### config.mk
export PLATFORM = sky130hd
export DESIGN_NAME = adc_host
export DESIGN_NICKNAME = d
export VERILOG_FILES = /design/src/logic/adc_pkg.sv /design/src/logic/adc_tmr_if.sv /design/src/logic/adc_host.sv /design/src/logic/adc_timer.sv
export SDC_FILE = /design/constraint.sdc
export NUM_CORES = 1
export LEC_CHECK = 0
export ABC_CLOCK_PERIOD_IN_PS = 2600
export BUFFER_PORTS_ARGS = -buffer_cell sky130_fd_sc_hd__buf_2
export CAP_MARGIN = 40
export CORE_MARGIN = 1.5
export CORE_UTILIZATION = 39
export CTS_CLUSTER_SIZE = 12
export DETAILED_ROUTE_END_ITERATION = 7
export GPL_ROUTABILITY_DRIVEN = 0
export HOLD_SLACK_MARGIN = 0.02
export PLACE_DENSITY = 0.62
export SYNTH_ARGS = -nofsm -noshare
export SYNTH_HDL_FRONTEND = slang
export SYNTH_SLANG_ARGS = --single-unit
export TNS_END_PERCENT = 5
### constraint.sdc
create_clock -name ref_clk -period 2.6 [get_ports ref_clk]
set_input_delay 0.52 -clock ref_clk [delete_from_list [all_inputs] [get_ports ref_clk]]
set_output_delay 0.52 -clock ref_clk [all_outputs]
set_load 0.02 [all_outputs]
### src/logic/adc_pkg.sv
// Package: timing figures, state codes and conversions for the page-mode DRAM host
package adc_pkg;

  // ----------------------------------------------------------------
  // Clock and geometry
  // ----------------------------------------------------------------
  localparam int CLK_NS     = 100;
  localparam int ADDR_W     = 9;
  localparam int DATA_W     = 4;
  localparam int WAKE_COUNT = 8;
  localparam int ROW_COUNT  = 512;
  localparam int INIT_US    = 200;

  // ----------------------------------------------------------------
  // Timing figures in ns (refresh periods in ms), fast grade then slow grade
  // ----------------------------------------------------------------
  localparam int T_RC_F_NS      = 110;
  localparam int T_RC_S_NS      = 150;
  localparam int T_RP_F_NS      = 40;
  localparam int T_RP_S_NS      = 60;
  localparam int T_RAS_F_NS     = 60;
  localparam int T_RAS_S_NS     = 80;
  localparam int T_RAS_MAX_NS   = 10000;
  localparam int T_RCD_NS       = 20;
  localparam int T_CSR_NS       = 5;
  localparam int T_CHR_NS       = 15;
  localparam int T_CAC_NS       = 20;
  localparam int T_DH_NS        = 15;
  localparam int REFRESH_STD_MS = 8;
  localparam int REFRESH_LP_MS  = 64;

  // Minimums round up, maximums round down, never below one cycle
  function automatic int cyc_min(input int ns);
    int c;
    c = (ns + CLK_NS - 1) / CLK_NS;
    return (c < 1) ? 1 : c;
  endfunction

  function automatic int cyc_max(input int ns);
    int c;
    c = ns / CLK_NS;
    return (c < 1) ? 1 : c;
  endfunction

  localparam int INIT_CYC       = cyc_min(INIT_US * 1000);
  localparam int REF_STD_CYC    = cyc_max(REFRESH_STD_MS * 1000000 / ROW_COUNT);
  localparam int REF_LP_CYC     = cyc_max(REFRESH_LP_MS * 1000000 / ROW_COUNT);
  localparam int RAS_MAX_CYC    = cyc_max(T_RAS_MAX_NS);
  localparam int RCD_CYC        = cyc_min(T_RCD_NS);
  localparam int CSR_CYC        = cyc_min(T_CSR_NS);
  localparam int CHR_CYC        = cyc_min(T_CHR_NS);
  localparam int CAC_CYC        = cyc_min(T_CAC_NS);
  localparam int DH_CYC         = cyc_min(T_DH_NS);

  // ----------------------------------------------------------------
  // Sequencer states
  // ----------------------------------------------------------------
  typedef enum logic [3:0] {
    ST_PAUSE   = 4'h0,
    ST_WAKE_LO = 4'h1,
    ST_WAKE_HI = 4'h2,
    ST_IDLE    = 4'h3,
    ST_ROW_SET = 4'h4,
    ST_ROW     = 4'h5,
    ST_COL     = 4'h6,
    ST_CAS     = 4'h7,
    ST_PRE     = 4'h8,
    ST_REF_CAS = 4'h9,
    ST_REF_RAS = 4'hA
  } adc_state_t;

endpackage

### src/logic/adc_tmr_if.sv
// Interface: pause and refresh timing between timer and sequencer
interface adc_tmr_if;
  logic pause_done;
  logic refresh_req;
  logic refresh_ack;

  modport timer (output pause_done, output refresh_req, input refresh_ack);
  modport seq   (input pause_done, input refresh_req, output refresh_ack);
endinterface

### src/logic/adc_host.sv
// Host-side sequencer for an asynchronous page-mode DRAM
module adc_host
  import adc_pkg::*;
#(
  parameter bit FAST_GRADE     = 1'b1,
  parameter bit LOW_POWER      = 1'b0,
  parameter int INIT_CYCLES    = INIT_CYC
) (
  // Clock and reset
  input  wire logic                ref_clk,
  input  wire logic                srst,
  // User request
  input  wire logic                req_valid,
  input  wire logic                req_write,
  input  wire logic [2*ADDR_W-1:0] req_addr,
  input  wire logic [DATA_W-1:0]   req_wdata,
  output logic                     req_ready,
  // User response
  output logic                     rsp_valid,
  output logic [DATA_W-1:0]        rsp_rdata,
  output logic                     init_done,
  // Memory pins
  output logic                     row_strobe_n,
  output logic                     col_strobe_n,
  output logic                     write_strobe_n,
  output logic                     out_enable_n,
  output logic [ADDR_W-1:0]        muxed_addr_pins,
  output logic [DATA_W-1:0]        data_pins_out,
  output logic                     data_pins_oe_n,
  input  wire logic [DATA_W-1:0]   data_pins_in
);

  // ----------------------------------------------------------------
  // Grade-dependent cycle counts, refresh interval set by LOW_POWER
  // ----------------------------------------------------------------
  localparam int RC_CYC  = cyc_min(FAST_GRADE ? T_RC_F_NS : T_RC_S_NS);
  localparam int RP_CYC  = cyc_min(FAST_GRADE ? T_RP_F_NS : T_RP_S_NS);
  localparam int RAS_CYC = cyc_min(FAST_GRADE ? T_RAS_F_NS : T_RAS_S_NS);
  localparam int REF_CYC = LOW_POWER ? REF_LP_CYC : REF_STD_CYC;
  localparam int HOLD_CYC = (CHR_CYC > RAS_CYC) ? CHR_CYC : RAS_CYC;
  // Column-low exit count, clamped so a short row minimum cannot wrap the 8-bit compare
  localparam int CAS_LOW  = (CAC_CYC > DH_CYC) ? CAC_CYC : DH_CYC;
  localparam int CAS_MIN  = (RAS_CYC - 2 > CAS_LOW) ? RAS_CYC - 3 : CAS_LOW - 1;

  adc_tmr_if tmr ();

  adc_timer #(
    .INIT_CYCLES    (INIT_CYCLES),
    .REFRESH_CYCLES (REF_CYC)
  ) u_timer (
    .ref_clk (ref_clk),
    .srst    (srst),
    .tmr     (tmr.timer)
  );

  // ----------------------------------------------------------------
  // State
  // ----------------------------------------------------------------
  adc_state_t          st_q,    st_d;
  logic [7:0]          cnt_q,   cnt_d;
  logic [3:0]          wake_q,  wake_d;
  logic                wr_q,    wr_d;
  logic [2*ADDR_W-1:0] adr_q,   adr_d;
  logic                ras_q,   ras_d;
  logic                cas_q,   cas_d;
  logic                we_q,    we_d;
  logic                oe_q,    oe_d;
  logic [ADDR_W-1:0]   pa_q,    pa_d;
  logic [DATA_W-1:0]   dqo_q,   dqo_d;
  logic                dqe_q,   dqe_d;
  logic                rdy_q,   rdy_d;
  logic                rv_q,    rv_d;
  logic [DATA_W-1:0]   rd_q,    rd_d;
  logic                done_q,  done_d;
  logic                ack;

  always_comb begin
    st_d   = st_q;
    cnt_d  = cnt_q + 8'h01;
    wake_d = wake_q;
    wr_d   = wr_q;
    adr_d  = adr_q;
    ras_d  = ras_q;
    cas_d  = cas_q;
    we_d   = we_q;
    oe_d   = oe_q;
    pa_d   = pa_q;
    dqo_d  = dqo_q;
    dqe_d  = dqe_q;
    rv_d   = 1'b0;
    rd_d   = rd_q;
    done_d = done_q;
    ack    = 1'b0;
    case (st_q)
      ST_PAUSE: begin
        cnt_d = 8'h00;
        if (tmr.pause_done) begin
          st_d  = ST_WAKE_LO;
          ras_d = 1'b0;
        end
      end
      ST_WAKE_LO: begin
        if (cnt_q >= 8'(RAS_CYC - 1)) begin
          st_d   = ST_WAKE_HI;
          ras_d  = 1'b1;
          cnt_d  = 8'h00;
          wake_d = wake_q + 4'h1;
        end
      end
      ST_WAKE_HI: begin
        if (cnt_q >= 8'(RC_CYC - RAS_CYC - 1) && cnt_q >= 8'(RP_CYC - 1)) begin
          cnt_d = 8'h00;
          if (wake_q == 4'(WAKE_COUNT)) begin
            st_d   = ST_IDLE;
            done_d = 1'b1;
          end else begin
            st_d  = ST_WAKE_LO;
            ras_d = 1'b0;
          end
        end
      end
      ST_IDLE: begin
        cnt_d = 8'h00;
        if (req_valid && rdy_q) begin
          st_d  = ST_ROW_SET;
          wr_d  = req_write;
          adr_d = req_addr;
          dqo_d = req_wdata;
          pa_d  = req_addr[2*ADDR_W-1:ADDR_W];
        end else if (tmr.refresh_req) begin
          // Refresh between accesses keeps the part from ever idling long
          st_d  = ST_REF_CAS;
          cas_d = 1'b0;
        end
      end
      ST_ROW_SET: begin
        st_d  = ST_ROW;
        ras_d = 1'b0;
      end
      ST_ROW: begin
        // Column address a full cycle after the row strobe
        st_d  = ST_COL;
        pa_d  = adr_q[ADDR_W-1:0];
        we_d  = ~wr_q;
        oe_d  = wr_q;
        dqe_d = ~wr_q;
        cnt_d = 8'h00;
      end
      ST_COL: begin
        if (cnt_q >= 8'(RCD_CYC - 1)) begin
          st_d  = ST_CAS;
          cas_d = 1'b0;
          cnt_d = 8'h00;
        end
      end
      ST_CAS: begin
        if (cnt_q >= 8'(CAS_MIN)) begin
          st_d  = ST_PRE;
          cas_d = 1'b1;
          ras_d = 1'b1;
          oe_d  = 1'b1;
          dqe_d = 1'b1;
          we_d  = 1'b1;
          cnt_d = 8'h00;
          if (!wr_q) begin
            rv_d = 1'b1;
            rd_d = data_pins_in;
          end
        end
      end
      ST_PRE: begin
        if (cnt_q >= 8'(RP_CYC - 1) && cnt_q >= 8'(RC_CYC - 2)) begin
          st_d  = ST_IDLE;
          cnt_d = 8'h00;
        end
      end
      ST_REF_CAS: begin
        if (cnt_q >= 8'(CSR_CYC - 1)) begin
          st_d  = ST_REF_RAS;
          ras_d = 1'b0;
          cnt_d = 8'h00;
        end
      end
      ST_REF_RAS: begin
        if (cnt_q >= 8'(HOLD_CYC - 1)) begin
          st_d  = ST_PRE;
          ras_d = 1'b1;
          cas_d = 1'b1;
          ack   = 1'b1;
          cnt_d = 8'h00;
        end
      end
      default: begin
        st_d = ST_PAUSE;
      end
    endcase
    // A pending refresh keeps ready low, so back-to-back requests cannot starve it
    rdy_d = (st_d == ST_IDLE) && done_d && !tmr.refresh_req;
  end

  always_ff @(posedge ref_clk) begin
    if (srst) begin
      st_q   <= ST_PAUSE;
      cnt_q  <= 8'h00;
      wake_q <= 4'h0;
      wr_q   <= 1'b0;
      adr_q  <= '0;
      ras_q  <= 1'b1;
      cas_q  <= 1'b1;
      we_q   <= 1'b1;
      oe_q   <= 1'b1;
      pa_q   <= '0;
      dqo_q  <= '0;
      dqe_q  <= 1'b1;
      rdy_q  <= 1'b0;
      rv_q   <= 1'b0;
      rd_q   <= '0;
      done_q <= 1'b0;
    end else begin
      st_q   <= st_d;
      cnt_q  <= cnt_d;
      wake_q <= wake_d;
      wr_q   <= wr_d;
      adr_q  <= adr_d;
      ras_q  <= ras_d;
      cas_q  <= cas_d;
      we_q   <= we_d;
      oe_q   <= oe_d;
      pa_q   <= pa_d;
      dqo_q  <= dqo_d;
      dqe_q  <= dqe_d;
      rdy_q  <= rdy_d;
      rv_q   <= rv_d;
      rd_q   <= rd_d;
      done_q <= done_d;
    end
  end

  assign tmr.refresh_ack  = ack;
  assign req_ready        = rdy_q;
  assign rsp_valid        = rv_q;
  assign rsp_rdata        = rd_q;
  assign init_done        = done_q;
  assign row_strobe_n     = ras_q;
  assign col_strobe_n     = cas_q;
  assign write_strobe_n   = we_q;
  assign out_enable_n     = oe_q;
  assign muxed_addr_pins  = pa_q;
  assign data_pins_out    = dqo_q;
  assign data_pins_oe_n   = dqe_q;

  // ----------------------------------------------------------------
  // Checks
  // ----------------------------------------------------------------
  logic [15:0] since_fall_q;
  logic [15:0] low_q;

  always_ff @(posedge ref_clk) begin
    if (srst || (ras_q && !ras_d)) begin
      since_fall_q <= 16'h0000;
    end else if (since_fall_q != 16'hFFFF) begin
      since_fall_q <= since_fall_q + 16'h0001;
    end
    low_q <= (srst || ras_q) ? 16'h0000 : low_q + 16'h0001;
  end
endmodule // adc_host

### src/logic/adc_timer.sv
// Power-up pause and periodic refresh request timer
module adc_timer
  import adc_pkg::*;
#(
  parameter int INIT_CYCLES    = INIT_CYC,
  parameter int REFRESH_CYCLES = REF_STD_CYC
) (
  // Clock and reset
  input  wire logic  ref_clk,
  input  wire logic  srst,
  // Sequencer side
  adc_tmr_if.timer   tmr
);

  logic [15:0] cnt_q;
  logic [15:0] cnt_d;
  logic        done_q;
  logic        done_d;
  logic        req_q;
  logic        req_d;
  logic        tick;

  // ----------------------------------------------------------------
  // Next values
  // ----------------------------------------------------------------
  always_comb begin
    cnt_d  = cnt_q + 16'h0001;
    done_d = done_q;
    tick   = 1'b0;
    if (!done_q && cnt_q == 16'(INIT_CYCLES - 1)) begin
      done_d = 1'b1;
      cnt_d  = 16'h0000;
    end else if (done_q && cnt_q == 16'(REFRESH_CYCLES - 1)) begin
      tick  = 1'b1;
      cnt_d = 16'h0000;
    end
    // A tick in the ack cycle is kept, set beats clear
    req_d = tick | (req_q & ~tmr.refresh_ack);
  end

  always_ff @(posedge ref_clk) begin
    if (srst) begin
      cnt_q  <= 16'h0000;
      done_q <= 1'b0;
      req_q  <= 1'b0;
    end else begin
      cnt_q  <= cnt_d;
      done_q <= done_d;
      req_q  <= req_d;
    end
  end

  assign tmr.pause_done  = done_q;
  assign tmr.refresh_req = req_q;

endmodule // adc_timer

# Yosys cells after proc, flatten, opt, wreduce, memory -nomap -nowiden
# Cells that the tools add are included.
[op_classes]
n_addsub = 3
mul = 0
div_mod_pow = 0
order_cmp = 1
eq_ne = 25
n_shift = 0
mux = 34
n_bitwise = 6
n_reduce_logical = 25
[ops]
columns = ["op", "count"]
rows = [
  ["case mux 4 bit (10 select lines)", 1],
  ["2-to-1 mux 4 bit", 9],
  ["case mux 9 bit (2 select lines)", 1],
  ["adder 16 x 1 -> 16 bit (second input constant)", 1],
  ["equality test 16 x 11 -> 1 bit (second input constant)", 1],
  ["equality test 16 x 8 -> 1 bit (second input constant)", 1],
  ["equality test 4 x 3 -> 1 bit (second input constant)", 4],
  ["equality test 4 bit (second input constant)", 4],
  ["case mux 8 bit (2 select lines)", 1],
  ["2-to-1 mux 1 bit", 15],
  ["!= test 2 bit (second input constant)", 7],
  ["equality test 4 x 2 -> 1 bit (second input constant)", 3],
  ["OR reduction 3 bit", 4],
  ["2-to-1 mux 9 bit", 1],
  ["adder 8 x 1 -> 8 bit (second input constant)", 1],
  [">= comparator 8 x 1 -> 1 bit (second input constant)", 1],
  ["2-to-1 mux 8 bit", 1],
  ["!= test 2 x 1 -> 1 bit (second input constant)", 4],
  ["AND reduction 2 bit", 4],
  ["OR reduction 7 bit", 1],
  ["AND reduction 6 bit", 1],
  ["logical AND 1 bit", 5],
  ["case mux 1 bit (5 select lines)", 1],
  ["AND reduction 5 bit", 1],
  ["15 further kinds", 21],
]
[word_totals]
regBits = 68
latch_bits = 0
mem_bits_rw = 0
romBits = 0
in_bits = 30
out_inout_bits = 25
word_cells = 112
memories = 0

# Logic depth before layout (Yosys ltp)
# Gate-level depths: netlist (run 1).
[logic_depth]
ltp_word = 7
mapped_depth = 7
ltp_nobuf = 6

# Modules after synthesis
# From an unflattened synthesis (run 1), not the netlist that was laid out.
[unflattened]
cells_unflattened = 309
area_unflattened_um2 = 2791.4
[by_module_without_submodules]
columns = ["module", "instances", "cells_per_inst", "area_each_um2", "seq_area_each_um2"]
rows = [
  ["adc_host", 1, 219, 1944.4, 840.8],
  ["adc_timer", 1, 90, 847.1, 360.3],
]

# Worst setup path before layout (run 1)
# OpenSTA, ideal clock, no wires.
[synth_path]
path_kind = "register to register"
from = "register u_timer.cnt_q[0]"
to = "register u_timer.cnt_q[4]"
setup_ps = 132
t_arrival_ps = 1612
t_required_ps = 2468
path_slack_ps = 856
stages_incl_launch_ff = 7
n_path_buf = 1
synth_period_minus_slack_ps = 1744
path_cell_list = "dfxtp_1 ha_1 and4bb_2 nand4_1 a21oi_1 clkbuf_1 nor3_1"
[synth_between]
elab_chain_len = 3
elab_cells_between_ends = 6
cone_classes = "add/sub (1); eq/ne (2); reduce/logical (3)"
[synth_lines]
columns = ["element", "line_no", "source"]
rows = [
  ["from (decl)", "adc_timer.sv:15", "logic [15:0] cnt_q;"],
  ["from (signal assigned)", "adc_timer.sv:47", "cnt_q <= cnt_d;"],
  ["parallel branches: the longest is 3 deep, another holds adder 16 x 1 -> 16 bit", "-", ""],
]
# Parallel ways; which one is timed is not known.
# A chain may end at the register's enable or synchronous reset.

# Worst setup path after layout (run 1)
[layout_path]
from = "register st_q[0]"
to = "register pa_q[6], in the netlist muxed_addr_pins[6]"
[layout_between]
elab_chain_len = 3
elab_cells_between_ends = 6
cone_classes = "eq/ne (3); mux (1); reduce/logical (2)"
[layout_lines]
columns = ["element", "line_no", "source"]
rows = [
  ["from (decl)", "adc_host.sv:59", "adc_state_t st_q, st_d;"],
  ["from (signal assigned)", "adc_host.sv:220", "st_q <= st_d;"],
  ["equality test 4 x 2 -> 1 bit or equality test 4 x 3 -> 1 bit (tied branches)", "adc_host.sv:94", "case (st_q)"],
  ["!= test 2 bit (no source line) or nonzero test 2 bit (tied branches)", "-", ""],
  ["AND reduction 2 bit (no source line)", "-", ""],
  ["to (signal assigned)", "adc_host.sv:229", "pa_q <= pa_d;"],
  ["to (decl)", "adc_host.sv:68", "logic [ADDR_W-1:0] pa_q, pa_d;"],
]
# Several ways; a longest one is shown, not always the timed one.

==> impl_metrics.csv, run 1 <==
group,metric,value,unit
yosys,yosysTopAreaCellShare,45.7,%
floorplan,die_area,0.00725,sq mm
global_route,grt_max_degree,57,
floorplan,num_io_pins,55,
detailed_routing,drt-vias-per-instance,5.32,
power_and_ir_drop,power_switching,388,uW
yosys,synth_area_leaders,"dfxtp_1, nand2_1, a21oi_1, xor2_1, nor3_1",
floorplan,fp.dieW,85.1,um
setup_path,crit_arrival,2370,ps
yosys,synth.avg_cell_area,8.57,sq um
power_and_ir_drop,sw_frac_of_total,20.5,%
placed_design,dp_hpwl,4.00,mm
sta,finalCritPeriodShare,83.7,%
sta,relSlewSlack,45.2,%
outcome,violations,"design-rule violations",
detailed_routing,drc,1,
setup_path,cp_max_fo,19,
yosys,synthCells,307,
floorplan,die_y,85.1,um
clock_network,clock_path_buffers,2,
outcome,status,"finished with violations",
finish,fill_cells,645,
clock_network,postCtsSetupBuffers,0,
clock_network,cts.clk_slew.worst_paths,70,ps
detailed_routing,drt_iter0_drc,61,
global_route,antenna_found_initial,0,
detailed_routing,vias,2346,
detailed_routing,routed_wl,5.97,mm
sta,fin_skew,9.00,ps
placed_design,place_area,0.00297,sq mm
yosys,synthesis.nets,340,
global_route,track_usage,17.7,%
global_route,grt_remaining_overflow,0,
yosys,ys_seq_area_share,45.7,%
placed_design,pre_cts_slack,444,ps
floorplan,start_util,41.0,%
finish,fin_area,0.00318,sq mm
finish,final_common_cell,"dfxtp_1",
power_and_ir_drop,p_per_area,596,mW/mm^2
power_and_ir_drop,irDropWorstVdd,0.379,mV
sta,finalSetupTns,0,ps
sta,post-route-min-period,2180,ps
yosys,async_flop_share,0,%
yosys,synth_edf_count,0,
clock_network,cts_hold_buf,0,
finish,mostFrequentLayoutCells,"dfxtp_1, buf_2, nand2_1",
run,cap_violations,0,
floorplan,core_area,0.00642,sq mm
sta,slew_violations,0,
clock_network,clock_latency,340,ps
sta,hold_violations,0,
finish,diodes,0,
yosys,synth_cell_type_count,51,
clock_network,cts_resized,0,
clock_network,cts.sinks,60,
power_and_ir_drop,power_frac_clock,48.7,%
floorplan,rows,29,
power_and_ir_drop,p_leak,1.20,nW
worst_hold_path,hold_class,"input port to flop",
power_and_ir_drop,p_int,1.51,mW
clock_network,cts_tree,"built",
sta,fin_ws,424,ps
placed_design,dp.cells,425,
finish,drive_above_1_share,23.1,%
finish,nNetsFinal,392,
setup_path,startpoint_type,"flop",
setup_path,crit_path_end_kind,"flop",
global_route,grt_pass1_wl,10.1,mm
finish,instances_no_fill,441,
yosys,synth_flop_cell,"dfxtp_1",
placed_design,io_buffers,54,
clock_network,cts-root-buf,"clkbuf_8",
yosys,yosys_warnings,0,
global_route,first_global_vias,2206,
power_and_ir_drop,power_frac_comb,2.4,%
yosys,ys_ff_latch,60,
yosys,syn_area,0.00263,sq mm
clock_network,htreeDepth,3,
detailed_routing,post_drt_wl_per_cell,13.5,um
finish,area_delta_synth_final,21.1,%
sta,finalSetupViolCount,0,
yosys,synth_top_cell_by_area,"dfxtp_1",
sta,fmax,0.460,GHz
detailed_routing,drtPass1Iterations,6,
sta,tightest_slew,818,ps
power_and_ir_drop,seqPwrFrac,48.9,%
clock_network,numCtsBuffers,9,
setup_path,crit_type,"flop to flop",
sta,rsz0062_at_grt,"false",
detailed_routing,detail-route-antenna-nets,0,
setup_path,cp.required,2800,ps
[metal layers]
metal  up-vias  share of wire [%]  global-route usage, %
met5         -                  0                      0
met4         0                1.7                   7.00
met2        48                 46                   26.9
li1       1197                  -                      -
met1      1092                 47                   23.1
met3         9                4.7                   6.13
[worst max-delay path, cell delays in order (launching register included)]
cell and delay (ps):
dfxtp_1 650, nor4bb_1 710, a31oi_1 440, nand2_1 160, a21oi_1 80
[through the flow]
stage / util [%] / hold slack (ps) / total power [mW]
2_1_floorplan: - / 436 / 0.966
3_3_place_gp: 46.2 / 440 / 0.994
3_5_place_dp: 46.2 / 443 / 0.995
4_1_cts: 49.6 / 400 / 1.92
5_1_grt: 49.6 / 411 / 1.96
6_report: 49.6 / 412 / 1.90
[synth_stat cells (2+ instances only)]
cell type	count
nor4_1	5
nor2_1	17
o21bai_1	3
clkbuf_1	16
xnor2_1	6
and3_1	3
a31oi_1	2
ha_1	3
inv_1	8
nand4_1	7
nand3_1	7
dfxtp_1	60
o22ai_1	2
nand2_1	47
nor2b_1	4
nor3b_1	5
o21ai_0	8
nand3b_1	3
buf_2	3
nor4b_1	2
mux2i_1	4
xor2_1	9
nor3_1	15
nor4bb_1	2
a211oi_1	3
a21oi_1	30
a22oi_1	9
[power groups by stage]
stage | combinational (mW) | sequential [mW] | clock, mW
after floorplan | 0.0192 | 0.947 | 0
after global placement | 0.0461 | 0.948 | 0
after detailed placement | 0.0465 | 0.948 | 0
after CTS | 0.0468 | 0.927 | 0.946
after global routing | 0.0518 | 0.928 | 0.985
final | 0.0461 | 0.928 | 0.925
[final timing paths]
kind | from | endpoint | slack, ps | depth (start not counted)
worst max register to register | st_q[0]$_SDFF_PP0_ | muxed_addr_pins[6]$_SDFFE_PP0P_ | 420 | 4
worst min-delay path | data_pins_in[1] | rsp_rdata[1]$_SDFFE_PP0P_ | 410 | 3
worst min register to register | data_pins_out[1]$_SDFFE_PP0P_ | data_pins_out[1]$_SDFFE_PP0P_ | 450 | 2
worst max-delay path | st_q[0]$_SDFF_PP0_ | muxed_addr_pins[6]$_SDFFE_PP0P_ | 420 | 4
[cell families after synthesis]
family	Yosys count	share of synthesized area, %
compound gates	65	15.3
xor+xnor	15	5.00
fa+ha+maj	3	1.43
buf+inv	28	4.28
flops	60	45.7
mux	4	1.52
simple gates	132	26.8
[registers in the layout, indices dropped and copies added (netlist names)]
register and flops:
adr_q 9, init_done 1, wr_q 1, rsp_rdata 4
muxed_addr_pins 9, col_strobe_n 1, u_timer.tmr.pause_done 1, u_timer.tmr.refresh_req 1
st_q 4, req_ready 1, data_pins_oe_n 1, row_strobe_n 1
data_pins_out 4, u_timer.cnt_q 16, rsp_valid 1, out_enable_n 1
wake_q 4
[layout make-up]
type,instances,area (sq um),area share (%)
clock buffers,12,145,4.56
clock inverters,4,72.6,2.28
inverters,8,30.0,0.943
multi-input cells,219,1320,41.3
flip-flops and latches,60,1200,37.7
well taps,77,96.3,3.03
repair buffers,61,323,10.1
Note: power is estimated with default switching activity, not from simulation.
==> inputs of run 2 (changes only) <==
Settings changed: ABC_CLOCK_PERIOD_IN_PS 2600 to 1850, PLACE_DENSITY 0.62 to 0.64.
Clock period 2.6 ns to 1.85 ns, I/O delays scaled along.
==> impl_metrics.csv, run 2 (synthesized netlist as in run 1, its figures left out) <==
group,metric,value,unit
outcome,status,"finished with violations",
outcome,violations,"design-rule violations",
power_and_ir_drop,sw_frac_of_total,21.0,%
setup_path,slowest_stage,"or4_1",
detailed_routing,drt-vias-per-instance,5.14,
sta,post-route-min-period,1780,ps
setup_path,cp_max_fo,5,
setup_path,path_cells,"nand4_2 > or3_4 > or4_1 > a211oi_2",
sta,relSlewSlack,65.5,%
clock_network,cts.sinks,60,
clock_network,postCtsSetupBuffers,0,
power_and_ir_drop,power_frac_comb,2.7,%
floorplan,die_y,85.1,um
power_and_ir_drop,power_switching,556,uW
finish,diodes,0,
detailed_routing,routed_wl,5.82,mm
clock_network,htreeDepth,3,
clock_network,cts_tree,"built",
global_route,track_usage,16.5,%
detailed_routing,drt_iter0_drc,94,
detailed_routing,drc,3,
floorplan,start_util,41.0,%
placed_design,dp_hpwl,4.06,mm
run,cap_violations,0,
setup_path,critPathLaunch,"u_timer.cnt_q[1]$_SDFF_PP0_",
setup_path,startpoint_type,"flop",
setup_path,crit_arrival,2040,ps
setup_path,crit_path_end_kind,"flop",
global_route,grt_pass1_wl,9.51,mm
setup_path,worstSetupPathDepth,4,
finish,fin_area,0.00327,sq mm
floorplan,core_area,0.00642,sq mm
setup_path,r2r_end,"u_timer.cnt_q[15]$_SDFF_PP0_",
finish,largest_reg_flops,16,
power_and_ir_drop,irDropWorstVdd,0.517,mV
power_and_ir_drop,p_leak,1.26,nW
floorplan,fp.dieW,85.1,um
sta,fin_ws,68.0,ps
finish,nNetsFinal,401,
detailed_routing,vias,2314,
worst_hold_path,min_path_cells,3,
finish,area_delta_synth_final,24.5,%
clock_network,cts_hold_buf,0,
sta,fin_skew,7.24,ps
power_and_ir_drop,power_frac_clock,48.2,%
sta,hold_violations,0,
floorplan,rows,29,
detailed_routing,detail-route-antenna-nets,0,
placed_design,pre_cts_slack,85.8,ps
setup_path,r2r_setup_slack,70,ps
global_route,first_global_vias,2157,
finish,mostFrequentLayoutCells,"dfxtp_1, buf_2, nand2_1",
clock_network,clock_path_buffers,2,
detailed_routing,drtPass1Iterations,6,
finish,drive_above_1_share,26.0,%
sta,fmax,0.561,GHz
sta,rsz0062_at_grt,"true",
setup_path,max_stage_delay,540,ps
global_route,antenna_found_initial,0,
sta,timing.hold.ws,267,ps
worst_hold_path,hold_class,"input port to flop",
setup_path,r2r_start,"u_timer.cnt_q[1]$_SDFF_PP0_",
clock_network,cts-root-buf,"clkbuf_8",
clock_network,cts.clk_slew.worst_paths,70,ps
setup_path,crit_type,"flop to flop",
global_route,grt_max_degree,31,
detailed_routing,post_drt_wl_per_cell,12.9,um
clock_network,numCtsBuffers,9,
clock_network,clock_latency,340,ps
global_route,grt_remaining_overflow,0,
finish,final_common_cell,"dfxtp_1",
floorplan,die_area,0.00725,sq mm
finish,largest_register,"u_timer.cnt_q",
setup_path,crit_buf_inv,0,
setup_path,cp.required,2100,ps
power_and_ir_drop,p_per_area,809,mW/mm^2
sta,finalCritPeriodShare,96.3,%
sta,tightest_slew,516,ps
power_and_ir_drop,seqPwrFrac,49.2,%
setup_path,rr_worst_depth,4,
sta,finalSetupViolCount,0,
finish,fill_cells,623,
sta,slew_violations,0,
floorplan,num_io_pins,55,
power_and_ir_drop,p_int,2.09,mW
placed_design,place_area,0.00305,sq mm
setup_path,worstSetupEndpoint,"u_timer.cnt_q[15]$_SDFF_PP0_",
placed_design,io_buffers,54,
setup_path,path_delay_family,"simple AND/OR/NAND/NOR gates",
run 2: changes by cell type in the layout (fill, tap and decap cells not counted), sizes merged:
| cell | before | now |
|---|---|---|
| clkinvlp | 1 | 0 |
| clkbuf | 12 | 10 |
| buf | 61 | 70 |
| clkinv | 1 | 3 |
| inv | 8 | 9 |
run 2: what timing repair did:
item | in CTS | in global routing
endpoints found under the hold margin | 0 | 0
setup endpoints to repair | 0 | 11
resized for setup | 0 | 3
run 2: how the worst min path moves through the flow:
stage                                               start                              end  slack [ps]
after floorplan                     adr_q[0]$_SDFFE_PP0P_            adr_q[0]$_SDFFE_PP0P_         440
after global placement    muxed_addr_pins[0]$_SDFFE_PP0P_  muxed_addr_pins[0]$_SDFFE_PP0P_         440
after detailed placement    data_pins_out[2]$_SDFFE_PP0P_    data_pins_out[2]$_SDFFE_PP0P_         450
after CTS                                    req_wdata[2]    data_pins_out[2]$_SDFFE_PP0P_         250
after global routing                          req_addr[6]            adr_q[6]$_SDFFE_PP0P_         250
final                                        req_wdata[2]    data_pins_out[2]$_SDFFE_PP0P_         270
run 2: layout make-up:
cell class | instances | area (sq um) | share of cell area [%]
clock buffer | 10 | 128 | 3.90
clock inverter | 6 | 87.6 | 2.67
tap | 77 | 96.3 | 2.94
multi-input combinational | 219 | 1330 | 40.5
sequential | 60 | 1200 | 36.7
inverter | 8 | 30.0 | 0.917
timing repair buffer | 70 | 403 | 12.3
run 2: per-stage QoR:
step           util (%)  std cells  total power [mW]  TNS [ps]
2_1_floorplan         -        307              1.36         0
3_3_place_gp       47.4        434              1.40         0
3_5_place_dp       47.4        434              1.40         0
4_1_cts            50.8        450              2.69         0
5_1_grt            51.0        450              2.75     -68.3
6_report           51.0        450              2.65         0
run 2: power groups by stage:
stage	combinational (mW)	sequential, mW	clock (mW)
after floorplan	0.0270	1.33	0
after global placement	0.0698	1.33	0
after detailed placement	0.0703	1.33	0
after CTS	0.0705	1.30	1.32
after global routing	0.0802	1.30	1.37
final	0.0702	1.30	1.28
run 2: tightest hold or removal path, cell delays in order:
cell and delay (ps):
buf_2 90, nand2_1 40, a21oi_1 50
run 2: per-layer routing:
metal | global-route usage (%) | share of wire (%) | wire length (um)
met1 | 19.7 | 47 | 2730
met4 | 7.15 | 1.2 | 68
met5 | 0 | 0 | 0
met2 | 27.2 | 48 | 2790
met3 | 5.45 | 4.0 | 232
